`config.mk`:
```
export PLATFORM = sky130hd
export DESIGN_NAME = cor_op_regs
export DESIGN_NICKNAME = d
export VERILOG_FILES = /design/src/shared/cor_pkg.sv /design/src/hw/cor_op_regs.sv
export SDC_FILE = /design/constraint.sdc
export NUM_CORES = 1
export LEC_CHECK = 0
export BUFFER_PORTS_ARGS = -buffer_cell sky130_fd_sc_hd__buf_4
export CAP_MARGIN = 20
export CORE_UTILIZATION = 52
export CTS_CLUSTER_DIAMETER = 80
export DETAILED_ROUTE_END_ITERATION = 6
export HOLD_SLACK_MARGIN = 0.15
export PLACE_DENSITY = 0.78
export SYNTH_ARGS = -nofsm -noshare
export SYNTH_HDL_FRONTEND = slang
export SYNTH_SLANG_ARGS = --single-unit
export TNS_END_PERCENT = 10
```
`constraint.sdc`:
```
create_clock -name i_clk -period 3.3 [get_ports i_clk]
set_clock_uncertainty 0.15 [all_clocks]
set_input_delay 0.495 -clock i_clk [delete_from_list [all_inputs] [get_ports i_clk]]
set_output_delay 0.495 -clock i_clk [all_outputs]
set_load 0.02 [all_outputs]
```
`src/shared/cor_pkg.sv`:
```
// Constants and carrier types of the operational register block.
// Assumes one 40 MHz core clock, a synchronous active-low reset and an AHB-Lite master.
`default_nettype none
package cor_pkg;
   // ****************************************
   // Sizes
   // ****************************************
   localparam int unsigned PC_W = 14;
   localparam int unsigned LOW_W = 10;
   localparam int unsigned PG_W = 4;
   localparam int unsigned STK_N = 8;
   localparam int unsigned SP_W = 3;
   localparam int unsigned DEPTH_W = 4;
   localparam int unsigned FA_W = 6;
   localparam int unsigned IDX_W = 6;
   localparam int unsigned BANK_W = 2;
   // ****************************************
   // Core-side register file addresses
   // ****************************************
   localparam logic [5:0] FA_INDIRECT = 6'h00;
   localparam logic [5:0] FA_TIME = 6'h01;
   localparam logic [5:0] FA_PC = 6'h02;
   localparam logic [5:0] FA_STATUS = 6'h03;
   localparam logic [5:0] FA_BANK = 6'h04;
   localparam logic [5:0] FA_PAGE = 6'h05;
   localparam logic [5:0] FA_PORT6 = 6'h06;
   // ****************************************
   // AHB-Lite byte offsets
   // ****************************************
   localparam logic [7:0] OFS_TIME = 8'h00;
   localparam logic [7:0] OFS_PC = 8'h04;
   localparam logic [7:0] OFS_STATUS = 8'h08;
   localparam logic [7:0] OFS_BANK = 8'h0c;
   localparam logic [7:0] OFS_PAGE = 8'h10;
   localparam logic [7:0] OFS_PORT6 = 8'h14;
   localparam logic [7:0] OFS_CTRL = 8'h18;
   localparam logic [7:0] OFS_STACK = 8'h1c;
   localparam int unsigned HTRANS_ACT_BIT = 1;
   // ****************************************
   // Fields and reset values
   // ****************************************
   localparam int unsigned ST_P = 3;
   localparam int unsigned ST_T = 4;
   localparam int unsigned ST_PAGE = 6;
   localparam logic [7:0] ST_WMASK = 8'h47;
   localparam logic [7:0] ST_RMASK = 8'h5f;
   localparam int unsigned IDX_LSB = 0;
   localparam int unsigned BANK_LSB = 6;
   localparam int unsigned CP_LSB = 0;
   localparam int unsigned P5_LSB = 4;
   localparam int unsigned PC_HOLD_LSB = 8;
   localparam logic [7:0] RST_STATUS = 8'h18;
   localparam logic [PC_W-1:0] PC_STEP = 14'h0001;
   localparam logic [7:0] TIME_STEP = 8'h01;
   localparam logic [SP_W-1:0] SP_STEP = 3'h1;
   localparam logic [DEPTH_W-1:0] DEPTH_ONE = 4'h1;
   localparam logic [DEPTH_W-1:0] DEPTH_FULL = 4'h8;
   // ****************************************
   // Types
   // ****************************************
   typedef enum logic [3:0] {
      STEP_OP, JUMP_OP, CALL_OP, SUBROUTINE_EXIT_OP, EXIT_WITH_LITERAL_OP,
      INTERRUPT_EXIT_OP, MOVE_TO_PC_OP, ADD_TO_PC_OP, TABLE_OFFSET_OP,
      POWER_DOWN_OP, WATCHDOG_CLEAR_OP
   } cor_op_t;
   typedef struct packed {
      logic valid;
      cor_op_t op;
      logic [LOW_W-1:0] operand;
      logic [7:0] accumulator;
      logic flag_we;
      logic [2:0] flags;
   } cor_instr_t;
   typedef struct packed {
      logic rd;
      logic wr;
      logic [FA_W-1:0] addr;
      logic [7:0] wdata;
   } cor_reg_req_t;
   typedef struct packed {
      logic rd;
      logic wr;
      logic [BANK_W-1:0] bank;
      logic [IDX_W-1:0] index;
      logic [7:0] wdata;
   } cor_mem_req_t;
   typedef struct packed {
      logic hsel;
      logic [31:0] haddr;
      logic [1:0] htrans;
      logic hwrite;
      logic [2:0] hsize;
      logic [31:0] hwdata;
      logic hready;
   } cor_ahb_in_t;
   typedef struct packed {
      logic hreadyout;
      logic hresp;
      logic [31:0] hrdata;
   } cor_ahb_out_t;
   typedef struct packed {
      logic [PC_W-1:0] pc;
      logic [STK_N-1:0][PC_W-1:0] stack;
      logic [SP_W-1:0] sp;
      logic [DEPTH_W-1:0] depth;
      logic [7:0] time_cnt;
      logic [7:0] status;
      logic [7:0] bank;
      logic [7:0] page;
      logic port6;
      logic ext_src;
      logic [7:0] core_rdata;
      logic [31:0] ahb_rdata;
      logic dp_valid;
      logic dp_write;
      logic dp_hit;
      logic [7:0] dp_addr;
   } cor_state_t;
   localparam cor_state_t STATE_RST = '{status: RST_STATUS, default: '0};
endpackage
`default_nettype wire

```
`src/hw/cor_op_regs.sv`:
```
// Operational register set of the core: counter, stack, status, bank, page and port bits.
// Driven by the instruction stream on i_clk; software sees it as an AHB-Lite slave.
`timescale 1ns/100ps
`default_nettype none
module cor_op_regs
(
   input wire logic i_clk,
   input wire logic i_rst_n,
   input wire logic i_ce,
   input wire logic i_pin_reset_n,
   input wire cor_pkg::cor_instr_t i_instr,
   input wire cor_pkg::cor_reg_req_t i_reg,
   input wire logic [7:0] i_mem_rdata,
   input wire logic i_ext_tick,
   input wire logic i_wdt_timeout,
   input wire cor_pkg::cor_ahb_in_t i_ahb,
   output cor_pkg::cor_ahb_out_t o_ahb,
   output cor_pkg::cor_mem_req_t o_mem,
   output logic [7:0] o_reg_rdata,
   output logic [cor_pkg::PC_W-1:0] o_pc,
   output logic o_io_page,
   output logic [3:0] o_port5_data,
   output logic o_port6_data,
   output logic [cor_pkg::DEPTH_W-1:0] o_stack_depth
);
   // ****************************************
   // Helpers
   // ****************************************
   function automatic logic [7:0] status_view(input logic [7:0] s);
      return s & cor_pkg::ST_RMASK;
   endfunction

   function automatic logic [cor_pkg::PC_W-1:0] far_target(
      input logic [7:0] page,
      input logic [cor_pkg::LOW_W-1:0] low
   );
      return {page[cor_pkg::CP_LSB +: cor_pkg::PG_W], low};
   endfunction

   function automatic logic [7:0] masked_write(
      input logic [7:0] old,
      input logic [7:0] wdata,
      input logic [7:0] mask
   );
      return (old & ~mask) | (wdata & mask);
   endfunction

   function automatic logic [7:0] file_read(
      input cor_pkg::cor_state_t s,
      input logic [cor_pkg::FA_W-1:0] a,
      input logic [7:0] mem
   );
      logic [7:0] v;
      v = 8'h00;
      unique case (a)
         cor_pkg::FA_INDIRECT: v = mem;
         cor_pkg::FA_TIME: v = s.time_cnt;
         cor_pkg::FA_PC: v = s.pc[7:0];
         cor_pkg::FA_STATUS: v = status_view(s.status);
         cor_pkg::FA_BANK: v = s.bank;
         cor_pkg::FA_PAGE: v = s.page;
         cor_pkg::FA_PORT6: v = 8'(s.port6);
         default: v = 8'h00;
      endcase
      return v;
   endfunction

   function automatic logic [31:0] ahb_read(
      input cor_pkg::cor_state_t s,
      input logic [7:0] a
   );
      logic [31:0] v;
      v = 32'h0000_0000;
      unique case (a)
         cor_pkg::OFS_TIME: v = 32'(s.time_cnt);
         cor_pkg::OFS_PC: v = 32'(s.pc);
         cor_pkg::OFS_STATUS: v = 32'(status_view(s.status));
         cor_pkg::OFS_BANK: v = 32'(s.bank);
         cor_pkg::OFS_PAGE: v = 32'(s.page);
         cor_pkg::OFS_PORT6: v = 32'(s.port6);
         cor_pkg::OFS_CTRL: v = 32'(s.ext_src);
         cor_pkg::OFS_STACK: v = 32'(s.depth);
         default: v = 32'h0000_0000;
      endcase
      return v;
   endfunction

   // ****************************************
   // State
   // ****************************************
   cor_pkg::cor_state_t r;
   cor_pkg::cor_state_t n;
   logic [cor_pkg::PC_W-1:0] pc_inc;
   logic [7:0] sum_low;
   logic [cor_pkg::SP_W-1:0] pop_idx;
   logic time_written;
   logic keep_p;
   logic keep_t;
   logic ahb_take;
   logic ahb_wr;
   logic core_wr;
   logic core_rd;

   // ****************************************
   // Next-state logic
   // ****************************************
   always_comb
   begin
      n = r;
      pc_inc = r.pc + cor_pkg::PC_STEP;
      sum_low = pc_inc[7:0] + i_instr.accumulator;
      pop_idx = r.sp - cor_pkg::SP_STEP;
      time_written = 1'b0;
      keep_p = 1'b0;
      keep_t = 1'b0;
      ahb_take = i_ahb.hsel & i_ahb.htrans[cor_pkg::HTRANS_ACT_BIT] & i_ahb.hready;
      ahb_wr = r.dp_valid & r.dp_write & r.dp_hit;
      core_wr = i_reg.wr;
      core_rd = i_reg.rd;

      // Bus address phase
      n.dp_valid = ahb_take;
      n.dp_write = i_ahb.hwrite;
      n.dp_hit = (i_ahb.haddr[31:8] == 24'h00_0000);
      n.dp_addr = i_ahb.haddr[7:0];

      // Bus data phase write; core writes below take priority
      if (ahb_wr)
      begin
         unique case (r.dp_addr)
            cor_pkg::OFS_TIME:
            begin
               n.time_cnt = i_ahb.hwdata[7:0];
               time_written = 1'b1;
            end
            cor_pkg::OFS_STATUS:
               n.status = masked_write(r.status, i_ahb.hwdata[7:0], cor_pkg::ST_WMASK);
            cor_pkg::OFS_BANK: n.bank = i_ahb.hwdata[7:0];
            cor_pkg::OFS_PAGE: n.page = i_ahb.hwdata[7:0];
            cor_pkg::OFS_PORT6: n.port6 = i_ahb.hwdata[0];
            cor_pkg::OFS_CTRL: n.ext_src = i_ahb.hwdata[0];
            default:
            begin
            end
         endcase
      end

      // Core register write; indirect writes go out to data memory
      if (core_wr)
      begin
         unique case (i_reg.addr)
            cor_pkg::FA_TIME:
            begin
               n.time_cnt = i_reg.wdata;
               time_written = 1'b1;
            end
            cor_pkg::FA_STATUS:
               n.status = masked_write(n.status, i_reg.wdata, cor_pkg::ST_WMASK);
            cor_pkg::FA_BANK: n.bank = i_reg.wdata;
            cor_pkg::FA_PAGE: n.page = i_reg.wdata;
            cor_pkg::FA_PORT6: n.port6 = i_reg.wdata[0];
            default:
            begin
            end
         endcase
      end

      // Core register read, answered one cycle later
      if (core_rd)
      begin
         n.core_rdata = file_read(r, i_reg.addr, i_mem_rdata);
      end

      // Time counter advance from the chosen source
      if (!time_written && (r.ext_src ? i_ext_tick : i_instr.valid))
      begin
         n.time_cnt = r.time_cnt + cor_pkg::TIME_STEP;
      end

      // Watchdog timeout clears the timeout bit; a same-cycle set below wins
      if (i_wdt_timeout)
      begin
         n.status[cor_pkg::ST_T] = 1'b0;
      end

      // Instruction execution
      if (i_instr.valid)
      begin
         n.pc = pc_inc;
         unique case (i_instr.op)
            cor_pkg::STEP_OP:
            begin
            end
            cor_pkg::JUMP_OP:
               n.pc = far_target(r.page, i_instr.operand);
            cor_pkg::CALL_OP:
            begin
               n.stack[r.sp] = pc_inc;
               n.sp = r.sp + cor_pkg::SP_STEP;
               if (r.depth != cor_pkg::DEPTH_FULL)
               begin
                  n.depth = r.depth + cor_pkg::DEPTH_ONE;
               end
               n.pc = far_target(r.page, i_instr.operand);
            end
            cor_pkg::SUBROUTINE_EXIT_OP,
            cor_pkg::EXIT_WITH_LITERAL_OP,
            cor_pkg::INTERRUPT_EXIT_OP:
            begin
               n.pc = r.stack[pop_idx];
               n.sp = pop_idx;
               if (r.depth != '0)
               begin
                  n.depth = r.depth - cor_pkg::DEPTH_ONE;
               end
            end
            cor_pkg::MOVE_TO_PC_OP:
               n.pc = far_target(r.page, {2'b00, i_instr.accumulator});
            cor_pkg::ADD_TO_PC_OP:
               n.pc = far_target(r.page, {2'b00, sum_low});
            cor_pkg::TABLE_OFFSET_OP:
               n.pc = far_target(r.page, {pc_inc[cor_pkg::PC_HOLD_LSB +: 2], sum_low});
            cor_pkg::POWER_DOWN_OP:
            begin
               n.status[cor_pkg::ST_P] = 1'b0;
               n.status[cor_pkg::ST_T] = 1'b1;
            end
            cor_pkg::WATCHDOG_CLEAR_OP:
            begin
               n.status[cor_pkg::ST_P] = 1'b1;
               n.status[cor_pkg::ST_T] = 1'b1;
            end
            default:
            begin
            end
         endcase
         if (i_instr.flag_we)
         begin
            n.status[2:0] = i_instr.flags;
         end
      end

      // Reset pin: everything restarts but the cause bits survive
      if (!i_pin_reset_n)
      begin
         keep_p = n.status[cor_pkg::ST_P];
         keep_t = n.status[cor_pkg::ST_T];
         n = cor_pkg::STATE_RST;
         n.status[cor_pkg::ST_P] = keep_p;
         n.status[cor_pkg::ST_T] = keep_t;
      end

      // Bus read data reflects every update of this cycle
      n.ahb_rdata = 32'h0000_0000;
      if (ahb_take && !i_ahb.hwrite && n.dp_hit)
      begin
         n.ahb_rdata = ahb_read(n, i_ahb.haddr[7:0]);
      end
   end

   // ****************************************
   // Registers
   // ****************************************
   always_ff @(posedge i_clk)
   begin
      if (!i_rst_n)
      begin
         r <= cor_pkg::STATE_RST;
      end
      else if (i_ce)
      begin
         r <= n;
      end
   end

   // ****************************************
   // Outputs
   // ****************************************
   always_comb
   begin
      o_mem.rd = i_ce & i_reg.rd & (i_reg.addr == cor_pkg::FA_INDIRECT);
      o_mem.wr = i_ce & i_reg.wr & (i_reg.addr == cor_pkg::FA_INDIRECT);
      o_mem.bank = r.bank[cor_pkg::BANK_LSB +: cor_pkg::BANK_W];
      o_mem.index = r.bank[cor_pkg::IDX_LSB +: cor_pkg::IDX_W];
      o_mem.wdata = i_reg.wdata;
      o_ahb.hreadyout = 1'b1;
      o_ahb.hresp = 1'b0;
      o_ahb.hrdata = r.ahb_rdata;
   end

   assign o_reg_rdata = r.core_rdata;
   assign o_pc = r.pc;
   assign o_io_page = r.status[cor_pkg::ST_PAGE];
   assign o_port5_data = r.page[cor_pkg::P5_LSB +: 4];
   assign o_port6_data = r.port6;
   assign o_stack_depth = r.depth;
endmodule
`default_nettype wire

```
== Word-level counts from Yosys, hierarchy flattened ==
Index checks and enable logic that the tools add are counted.

* Logic and storage cells: 131
* Input bits: 129
* Flip-flop bits (word level): 218

* Equality and inequality tests: 33
* Reductions and logical operators: 16
* $add $sub $neg: 7
* Mux-type cells: 39
* Magnitude comparators: 3
* Bitwise logic cells: 10

{| class="wikitable"
|+ Operators by type and width
! operator !! count
|-
| $mux 218 || 1
|-
| $mux 133 || 1
|-
| $bwmux 112 || 1
|-
| $mux 112 || 1
|-
| $pmux 14 s8 || 1
|-
| $mux 8 || 10
|-
| $pmux 14 s5 || 1
|-
| $eq 8x5->1 const B || 7
|-
| $pmux 8 s7 || 1
|-
| $bmux 14 s3 || 1
|-
| $demux 14 s3 || 1
|-
| $mux 14 || 3
|-
| $mux 34 || 1
|-
| $mux 33 || 1
|-
| $eq 8x4->1 const B || 4
|-
| $logic_not 24->1 || 1
|-
| $eq 6x3->1 const B || 3
|-
| $eq 4x3->1 const B || 4
|-
| $logic_not 8->1 || 2
|-
| $or 8x7->8 || 2
|-
| $add 14x1->14 const B || 1
|-
| $pmux 7 s2 || 1
|-
| $eq 4x4->1 const B || 3
|-
| $eq 6x2->1 const B || 2
|-
| 29 further kinds || 54
|}

== Longest topological paths before layout ==
Gate-level depths: netlist of the first run.

* Depth after elaboration: 12
* Mapped depth: 12
* Depth with buffers taken out: 11

== Least setup slack after synthesis of the first run ==
No wires, ideal clock.

* Path type: register -> register
* Start: reg r[89] (netlist bit)
* End: reg r (netlist bit o_ahb[0])
* Stages on the path, launching flop included: 13
* Path slack: -0.303 ns
* Arrival time: 3.306 ns
* Path through: dfxtp_1 clkbuf_1 buf_2 buf_2 inv_1 ha_1 clkbuf_1 clkbuf_1 mux4_2 a22oi_1 o2111ai_1 o2111ai_1 a41oi_1

* Word-level cells in the longest chain between the ends: 8

{| class="wikitable"
|+ Ends and longest elaborated chain
! item !! line !! source
|-
| from (decl) || cor_op_regs.sv:91 || <nowiki>cor_pkg::cor_state_t r;</nowiki>
|-
| from (signal assigned) || cor_op_regs.sv:268 || <nowiki>r <= cor_pkg::STATE_RST;</nowiki>
|-
| from (signal assigned) || cor_op_regs.sv:272 || <nowiki>r <= n;</nowiki>
|-
| $sub 3x1->3 || cor_op_regs.sv:112 || <nowiki>pop_idx = r.sp - cor_pkg::SP_STEP;</nowiki>
|-
| $bmux 14 s3 || cor_op_regs.sv:210 || <nowiki>n.pc = r.stack[pop_idx];</nowiki>
|-
| $mux 14 (not written as such) || cor_op_regs.sv:210 ||
|-
| $pmux 14 s5 || cor_op_regs.sv:190 || <nowiki>unique case (i_instr.op)</nowiki>
|-
| $mux 133 || cor_op_regs.sv:187 || <nowiki>if (i_instr.valid)</nowiki>
|-
| $mux 218 || cor_op_regs.sv:244 || <nowiki>if (!i_pin_reset_n)</nowiki>
|-
| $pmux 14 s8 || cor_op_regs.sv:74 || <nowiki>unique case (a)</nowiki>
|-
| $mux 14 || cor_op_regs.sv:255 || <nowiki>if (ahb_take && !i_ahb.hwrite && n.dp_hit)</nowiki>
|}

Every way passes these cells. The select of a mux whose other input is x is not followed.
A chain may end at the register's enable or synchronous reset.

== Worst setup path in the final report of the first run ==
* Start: reg r (netlist bit o_pc[3])
* End: reg r (netlist bit o_ahb[7])

* Word-level cells in the longest chain between the ends: 7

{| class="wikitable"
|+ Ends and longest elaborated chain
! item !! line !! source
|-
| $add 14x1->14 * || cor_op_regs.sv:110 || <nowiki>pc_inc = r.pc + cor_pkg::PC_STEP;</nowiki>
|-
| $add 8x8->8 || cor_op_regs.sv:111 || <nowiki>sum_low = pc_inc[7:0] + i_instr.accumulator;</nowiki>
|-
| $pmux 14 s5 * || cor_op_regs.sv:190 ||
|-
| $mux 133 * || cor_op_regs.sv:187 ||
|-
| $mux 218 * || cor_op_regs.sv:244 ||
|-
| $pmux 14 s8 * || cor_op_regs.sv:74 ||
|-
| $mux 14 * || cor_op_regs.sv:255 ||
|}

Mark *: on every way between the ends. The rest lies on a longest branch, timed or not. The select of a mux whose other input is x is not followed.

==> flow_summary.html, run 1 <==
<table>
<tr><th>Metric</th><th>Value</th></tr>
<tr><th colspan="2">CTS</th></tr>
<tr><td>CTS H-tree lvls</td><td>4</td></tr>
<tr><td>Buffers inserted during post-CTS setup optimization</td><td>0</td></tr>
<tr><td>Clock buffer count from CTS</td><td>17</td></tr>
<tr><td>Resize count post-CTS</td><td>0</td></tr>
<tr><td>Maximum root-to-sink buffer count</td><td>2</td></tr>
<tr><td>Clock Root Buffer</td><td>clkbuf_16</td></tr>
<tr><td>TritonCTS clock tree</td><td>built</td></tr>
<tr><td>Post-CTS Hold Fix Bufs</td><td>3</td></tr>
<tr><td>Clk pin slew, worst setup/hold paths</td><td>0.09 ns</td></tr>
<tr><td>Clock latency reported for the late side of the worst-skew pair</td><td>0.45 ns</td></tr>
<tr><td>Total number of clock tree sinks</td><td>198</td></tr>
<tr><th colspan="2">Detailed routing</th></tr>
<tr><td>Wire length per cell</td><td>22.2 um</td></tr>
<tr><td>First-pass detailed-route iteration total</td><td>6</td></tr>
<tr><td>Drc violations</td><td>0</td></tr>
<tr><td>Routed vias</td><td>approximately 12000</td></tr>
<tr><td>DR vias/cell</td><td>6.48</td></tr>
<tr><td>Total wire length</td><td>around 42000 um</td></tr>
<tr><td>Antenna Violating Nets Remaining</td><td>0</td></tr>
<tr><td>Number of design-rule violations left by the first detailed-router iteration</td><td>1093</td></tr>
<tr><th colspan="2">Placed design</th></tr>
<tr><td>Last weighted congestion value of the routability-driven placer</td><td>1.01</td></tr>
<tr><td>Half-perimeter wire length after detailed placement</td><td>29900 um</td></tr>
<tr><td>Port-buffer cells</td><td>164</td></tr>
<tr><th colspan="2">Critical path</th></tr>
<tr><td>Worst reg2reg startpoint</td><td>o_pc[3]</td></tr>
<tr><td>Number of cells on the worst reg-to-reg path</td><td>9</td></tr>
<tr><td>R2r endpoint</td><td>o_ahb[7]</td></tr>
<tr><td>Startpoint-to-endpoint class of the critical path</td><td>flop to flop</td></tr>
<tr><td>Largest fanout of any net on the critical path</td><td>9</td></tr>
<tr><td>Setup slack, reg-to-reg</td><td>0.25 ns</td></tr>
<tr><td>Critical Path Source Type</td><td>flop</td></tr>
<tr><td>CP Capture Type</td><td>flop</td></tr>
<tr><td>Arrival time at the worst endpoint</td><td>about 3.3 ns</td></tr>
<tr><td>Required arrival time at the worst endpoint</td><td>3.51 ns</td></tr>
<tr><th colspan="2">Hold path</th></tr>
<tr><td>Startpoint of the worst hold path</td><td>i_ahb[40]</td></tr>
<tr><td>Worst min-delay path class</td><td>input port to flop</td></tr>
<tr><td>Capture endpoint of the worst hold path</td><td>r[1]</td></tr>
<tr><td>Depth of the worst hold-timing path</td><td>3</td></tr>
<tr><th colspan="2">Timing</th></tr>
<tr><td>Setup repair after global routing missed its margin</td><td>false</td></tr>
<tr><td>Final number of hold-violating endpoints</td><td>0</td></tr>
<tr><td>Setup-violating endpoint count in the final report</td><td>0</td></tr>
<tr><td>Pins over their slew limit</td><td>0</td></tr>
<tr><td>Tmin final</td><td>3.05 ns</td></tr>
<tr><td>Worst relative slew slack</td><td>between 30% and 40%</td></tr>
<tr><td>Fraction of the cycle the final worst path needs</td><td>92.4%</td></tr>
<tr><td>Worst Max-Slew Pin Slew</td><td>approximately 0.92 ns</td></tr>
<tr><td>Max Freq</td><td>around 0.33 GHz</td></tr>
<tr><td>Worst hold slack</td><td>0.160 ns</td></tr>
<tr><th colspan="2">Power and ir drop</th></tr>
<tr><td>Static Leak</td><td>5.34 nW</td></tr>
<tr><td>Net Sw Frac</td><td>28.5%</td></tr>
<tr><td>Part of the total power dissipated in sequential elements</td><td>45.4%</td></tr>
<tr><td>Pwr/cell area</td><td>between 300 and 400 mW/mm2</td></tr>
<tr><td>Sw power</td><td>1.52 mW</td></tr>
<tr><td>Part of the total power dissipated in combinational logic</td><td>about 13%</td></tr>
<tr><td>Share of total power in the clock network</td><td>41.9%</td></tr>
<tr><td>Power Total</td><td>roughly 5.3 mW</td></tr>
<tr><td>Worst-case vdd ir drop</td><td>0.449 mV</td></tr>
<tr><td>Internal Pwr Total</td><td>3.82 mW</td></tr>
<tr><th colspan="2">Run status</th></tr>
<tr><td>Run status</td><td>finished clean</td></tr>
<tr><th colspan="2">Die</th></tr>
<tr><td>Std-Cell Core Area</td><td>0.0228 mm2</td></tr>
<tr><td>Number of primary I/O pins</td><td>213</td></tr>
<tr><td>Starting density of the core</td><td>53.3%</td></tr>
<tr><td>Die W</td><td>155 um</td></tr>
<tr><td>Die outline height</td><td>155 um</td></tr>
<tr><td>Die ar.</td><td>between 0.02 and 0.025 mm2</td></tr>
<tr><td>Cell row count</td><td>55</td></tr>
<tr><th colspan="2">Logic synthesis</th></tr>
<tr><td>FFs w/ async S/R, synth</td><td>0%</td></tr>
<tr><td>Primary FF master, synth</td><td>dfxtp_1</td></tr>
<tr><td>Register area share after synthesis</td><td>between 30 and 40%</td></tr>
<tr><td>Number of enable flip-flop cells after synthesis</td><td>0</td></tr>
<tr><td>Avg Synthesized Cell Area</td><td>8.27 um2</td></tr>
<tr><td>Total number of yosys warnings</td><td>0</td></tr>
<tr><td>Combined area of all synthesized cells</td><td>around 0.012 mm2</td></tr>
<tr><td>Number of synthesized register bits</td><td>198</td></tr>
<tr><td>Post-synthesis cell type count</td><td>79</td></tr>
<tr><td>Gate Count Post-Synth</td><td>roughly 1500</td></tr>
<tr><th colspan="2">Final layout</th></tr>
<tr><td>Fraction of final layout cells sized beyond drive strength 1</td><td>21.2%</td></tr>
<tr><td>Area growth syn-to-layout</td><td>15.6%</td></tr>
<tr><td>Final #Nets</td><td>between 1500 and 2000</td></tr>
<tr><td>Count of antenna diodes in the layout</td><td>0</td></tr>
<tr><th colspan="2">Global route</th></tr>
<tr><td>Overflow left after global routing</td><td>0</td></tr>
<tr><td>Maximum number of pins on one net before global-route repair</td><td>84</td></tr>
<tr><td>Overall global routing resource usage</td><td>34.5%</td></tr>
<tr><td>Number of global-route vias before repair</td><td>11636</td></tr>
<tr><td>Number of antenna violations at the first check in global routing</td><td>0</td></tr>
<tr><td>Wire length of the first global-routing pass</td><td>63500 um</td></tr>
<tr><th colspan="2">Flow run</th></tr>
<tr><td>Max-cap violations</td><td>0</td></tr>
</table>
==> area by class of cell <==
| type | count | area (um2) |
|---|---|---|
| clock inverters | 15 | 215 |
| repair buffers | 239 | 1830 |
| fillers | 2010 | 8740 |
| clock buffers | 17 | 425 |
| inverters | 23 | 88.8 |
| multi-input cells | 1071 | 7130 |
| flip-flops and latches | 198 | 3970 |
| well taps | 313 | 392 |
==> cells by family after synthesis <==
kind of cell | synth area share, %
muxes | 10.7
AOI/OAI and AO/OA | 23.4
buffers and inverters | 9.26
adders and majority gates | 1.61
and+or+nand+nor | 20.2
xor gates and xnor gates | 2.06
DFF | 32.6
other | 0.0618
==> cell usage after synthesis, types with 13 or more instances <==
cell type	n	area [um2]
and3_1	16	100
ha_1	14	175
nand2b_1	15	93.8
nor4_1	19	119
nor2b_1	17	106
o21ai_0	47	235
nor2_1	228	856
a211oi_1	22	165
xor2_1	13	114
a22oi_1	135	1010
dfxtp_1	198	3960
nor3_1	26	130
mux4_2	30	676
nand4_1	13	81.3
nand2_1	78	293
nand3_1	36	180
a21oi_1	78	390
mux2i_1	49	490
buf_4	80	601
a32oi_1	13	114
clkbuf_1	101	379
xnor2_1	13	114
inv_1	20	75.1
==> state kept, by name (all words and copies together), names as in the netlist <==
name           count
o_pc              14
o_mem              8
r                144
o_stack_depth      4
o_io_page          1
o_port5_data       4
o_reg_rdata        8
o_port6_data       1
o_ahb             14
==> layer usage <==
layer,routed length (um),vias up,track usage [%]
li1,-,5507,-
met1,16000,5832,40.9
met2,19900,664,57.9
met3,3310,153,6.05
met4,2510,0,22.2
met5,0,-,0
==> critical path, stage by stage (launching register included) <==
cell and delay [ns]:
dfxtp_1 0.57, nand4_1 0.33, or2_2 0.38, xnor2_1 0.16
ha_1 0.22, or3_1 0.37, o211ai_1 0.10, xor2_1 0.22
a41oi_1 0.21, a211oi_1 0.26
==> through the flow <==
step	TNS [ns]	cell area [um2]	worst slack, ns	instances	util (%)
global placement	0	13400	0.333	1841	58.7
CTS	0	14000	0.314	1876	61.6
detailed placement	0	13400	0.230	1841	58.7
floorplan	-0.0109	12200	-0.0109	1487	-
global route	0	14000	0.0862	1876	61.6
finish	0	14000	0.251	1876	61.6
==> power by group through the flow <==
stage	Sequential, mW	Clock (mW)	Combinational, mW
4_1_cts	2.42	2.25	0.667
3_3_place_gp	2.48	0	0.657
5_1_grt	2.42	2.34	0.720
3_5_place_dp	2.48	0	0.662
6_report	2.42	2.24	0.682
2_1_floorplan	2.47	0	0.405
==> cells in the final DEF, fill, tap and decap left out, types with 15 or more instances in the layout <==
cell type  Yosys  routed
inv_1         20      20
nand2b_1      15      15
nor3_1        26      26
nor2b_1       17      17
clkbuf_16      0      17
and3_1        16      16
nor2_1       228     227
a22oi_1      135     135
nand2_1       78      78
nand3_1       36      36
nor4_1        19      19
o21ai_0       47      47
dfxtp_1      198     197
conb_1         2      20
mux2i_1       49      49
a21oi_1       78      78
a211oi_1      22      22
mux4_2        30      30
buf_4         80     234
==> worst max path at each step <==
stage | startpoint | end | slack [ns] | cells after the start
final | o_pc[3] | o_ahb[7] | 0.25 | 9
after global routing | o_pc[3] | o_ahb[7] | 0.09 | 9
after CTS | o_pc[3] | o_ahb[7] | 0.31 | 9
after detailed placement | i_instr[23] | o_ahb[7] | 0.23 | 7
after global placement | i_instr[23] | o_ahb[7] | 0.33 | 7
after floorplan | r[89] | o_ahb[11] | -0.01 | 11
Note: power is estimated with default switching activity, not from simulation.
==> run 2: changes to the inputs <==
--- a/config.mk
+++ b/config.mk
@@ -14,2 +14,3 @@
 export PLACE_DENSITY = 0.78
+export SLEW_MARGIN = 20
 export SYNTH_ARGS = -nofsm -noshare
==> constraint.sdc (replaced) <==
create_clock -name i_clk -period 3.3 [get_ports i_clk]
set_clock_uncertainty 0.15 [all_clocks]
set_input_delay 0.99 -clock i_clk [delete_from_list [all_inputs] [get_ports i_clk]]
set_output_delay 0.99 -clock i_clk [all_outputs]
set_load 0.02 [all_outputs]
==> flow_summary.html, run 2 (same netlist as run 1, synthesis figures left out) <==
<table>
<tr><th>Metric</th><th>Value</th></tr>
<tr><th colspan="2">Run status</th></tr>
<tr><td>Run status</td><td>finished with violations</td></tr>
<tr><td>Violated checks</td><td>DRC</td></tr>
<tr><th colspan="2">Placed design</th></tr>
<tr><td>Half-perimeter wire length after detailed placement</td><td>a little over 30000 um</td></tr>
<tr><td>Last weighted congestion value of the routability-driven placer</td><td>0.984</td></tr>
<tr><td>Port-buffer cells</td><td>approximately 160</td></tr>
<tr><th colspan="2">Die</th></tr>
<tr><td>Cell row count</td><td>between 50 and 60</td></tr>
<tr><td>Die ar.</td><td>roughly 0.024 mm2</td></tr>
<tr><td>Number of primary I/O pins</td><td>~210</td></tr>
<tr><td>Starting density of the core</td><td>53.3%</td></tr>
<tr><td>Die outline height</td><td>155 um</td></tr>
<tr><td>Std-Cell Core Area</td><td>between 0.02 and 0.025 mm2</td></tr>
<tr><td>Die W</td><td>155 um</td></tr>
<tr><th colspan="2">Final layout</th></tr>
<tr><td>Commonest cells after routing, fill and taps aside</td><td>buf_4, nor2_1, dfxtp_1</td></tr>
<tr><td>Fraction of final layout cells sized beyond drive strength 1</td><td>23.4%</td></tr>
<tr><td>Commonest non-fill, non-tap cell in the layout</td><td>buf_4</td></tr>
<tr><td>Final #Nets</td><td>1734</td></tr>
<tr><td>Area growth syn-to-layout</td><td>18.2%</td></tr>
<tr><td>Number of flip-flops in the largest register</td><td>144</td></tr>
<tr><td>Register name with the most flops</td><td>r</td></tr>
<tr><td>Count of antenna diodes in the layout</td><td>0</td></tr>
<tr><th colspan="2">CTS</th></tr>
<tr><td>Clock Root Buffer</td><td>clkbuf_16</td></tr>
<tr><td>Maximum root-to-sink buffer count</td><td>2</td></tr>
<tr><td>Resize count post-CTS</td><td>0</td></tr>
<tr><td>CTS H-tree lvls</td><td>4</td></tr>
<tr><td>Clock buffer count from CTS</td><td>17</td></tr>
<tr><td>Total number of clock tree sinks</td><td>just under 200</td></tr>
<tr><td>Post-CTS Hold Fix Bufs</td><td>0</td></tr>
<tr><td>Clk pin slew, worst setup/hold paths</td><td>0.08 ns</td></tr>
<tr><td>Buffers inserted during post-CTS setup optimization</td><td>0</td></tr>
<tr><td>Clock latency reported for the late side of the worst-skew pair</td><td>0.44 ns</td></tr>
<tr><td>TritonCTS clock tree</td><td>built</td></tr>
<tr><th colspan="2">Critical path</th></tr>
<tr><td>Largest fanout of any net on the critical path</td><td>3</td></tr>
<tr><td>Critical Path Source Type</td><td>input port</td></tr>
<tr><td>Arrival time at the worst endpoint</td><td>about 2.1 ns</td></tr>
<tr><td>Startpoint-to-endpoint class of the critical path</td><td>input port to primary output</td></tr>
<tr><td>Required arrival time at the worst endpoint</td><td>2.16 ns</td></tr>
<tr><td>CP Capture Type</td><td>primary output</td></tr>
<tr><th colspan="2">Detailed routing</th></tr>
<tr><td>Total wire length</td><td>42400 um</td></tr>
<tr><td>DR vias/cell</td><td>6.45</td></tr>
<tr><td>Number of design-rule violations left by the first detailed-router iteration</td><td>roughly 1300</td></tr>
<tr><td>Drc violations</td><td>5</td></tr>
<tr><td>Wire length per cell</td><td>22.1 um</td></tr>
<tr><td>Antenna Violating Nets Remaining</td><td>0</td></tr>
<tr><td>First-pass detailed-route iteration total</td><td>7</td></tr>
<tr><td>Routed vias</td><td>12367</td></tr>
<tr><th colspan="2">Timing</th></tr>
<tr><td>Setup repair after global routing missed its margin</td><td>false</td></tr>
<tr><td>Setup-violating endpoint count in the final report</td><td>0</td></tr>
<tr><td>Pins over their slew limit</td><td>0</td></tr>
<tr><td>Worst relative slew slack</td><td>about 28%</td></tr>
<tr><td>Worst hold slack</td><td>roughly 0.31 ns</td></tr>
<tr><td>Total negative slack</td><td>0 ns</td></tr>
<tr><td>Max Freq</td><td>0.310 GHz</td></tr>
<tr><td>Final number of hold-violating endpoints</td><td>0</td></tr>
<tr><td>Tmin final</td><td>3.23 ns</td></tr>
<tr><td>Worst Max-Slew Pin Slew</td><td>1.08 ns</td></tr>
<tr><td>Fraction of the cycle the final worst path needs</td><td>97.9%</td></tr>
<tr><th colspan="2">Power and ir drop</th></tr>
<tr><td>Pwr/cell area</td><td>374 mW/mm2</td></tr>
<tr><td>Static Leak</td><td>5.55 nW</td></tr>
<tr><td>Worst-case vdd ir drop</td><td>0.338 mV</td></tr>
<tr><th colspan="2">Flow run</th></tr>
<tr><td>Max-cap violations</td><td>0</td></tr>
<tr><th colspan="2">Global route</th></tr>
<tr><td>Number of global-route vias before repair</td><td>about 12000</td></tr>
<tr><td>Overflow left after global routing</td><td>0</td></tr>
<tr><td>Number of antenna violations at the first check in global routing</td><td>0</td></tr>
<tr><td>Maximum number of pins on one net before global-route repair</td><td>181</td></tr>
<tr><td>Wire length of the first global-routing pass</td><td>64800 um</td></tr>
<tr><td>Overall global routing resource usage</td><td>35.1%</td></tr>
<tr><th colspan="2">Hold path</th></tr>
<tr><td>Worst min-delay path class</td><td>flop to flop</td></tr>
</table>
## run 2: cell types whose count changed in the layout (fill, tap and decap cells not counted)
cell | previous run | this run
buf_4 | 234 | 275
clkinv_4 | 1 | 2
dlygate4sd3_1 | 3 | 0
clkinv_8 | 6 | 5
inv_8 | 2 | 3
buf_12 | 2 | 4
clkinv_2 | 2 | 1
## run 2: path summary, 6_finish.rpt
check	start	end	slack, ns	cells past startpoint
setup / recovery	i_reg[11]	o_mem[17]	0.07	5
hold / removal	o_reg_rdata[3]	o_reg_rdata[3]	0.31	2
setup reg to reg	o_pc[0]	o_ahb[7]	0.14	11
hold reg to reg	o_reg_rdata[3]	o_reg_rdata[3]	0.31	2
## run 2: metal layers
metal	routed length (um)	vias up	track usage [%]	part of all wire (%)
li1	-	5588	-	-
met4	2010	0	19.1	4.7
met2	20500	720	60.4	48
met1	16200	5926	42.1	38
met5	0	-	0	0
met3	3760	133	5.44	8.9
## run 2: worst max-delay path: stages
cell    delay (ns)
buf_4         0.12
or3_1         0.38
or2_2         0.33
nor2_1        0.12
buf_4         0.15
## run 2: stage by stage
step / instances / utilization, % / power (mW) / area (um2) / worst slack [ns]
3_3_place_gp: 1884 / 60.2 / 3.17 / 13700 / 0.0518
5_1_grt: 1916 / 63.0 / 5.52 / 14400 / 0.0249
2_1_floorplan: 1487 / - / 2.87 / 12200 / -0.0109
3_5_place_dp: 1884 / 60.2 / 3.17 / 13700 / 0.0283
4_1_cts: 1916 / 63.0 / 5.37 / 14400 / 0.0661
6_report: 1916 / 63.0 / 5.37 / 14400 / 0.0709
## run 2: final cells by class
cell class	count	area, um2
clock buffer	17	425
clock inverter	15	214
fill	1984	8420
inverter	23	88.8
multi-input combinational	1071	7130
sequential	198	3970
tap	313	392
timing repair buffer	279	2140
## run 2: power breakdown
| group | switching [mW] | internal (mW) |
|---|---|---|
| registers | 0.0203 | 2.40 |
| clock network | 1.07 | 1.17 |
| logic | 0.441 | 0.273 |
| total | 1.53 | 3.84 |
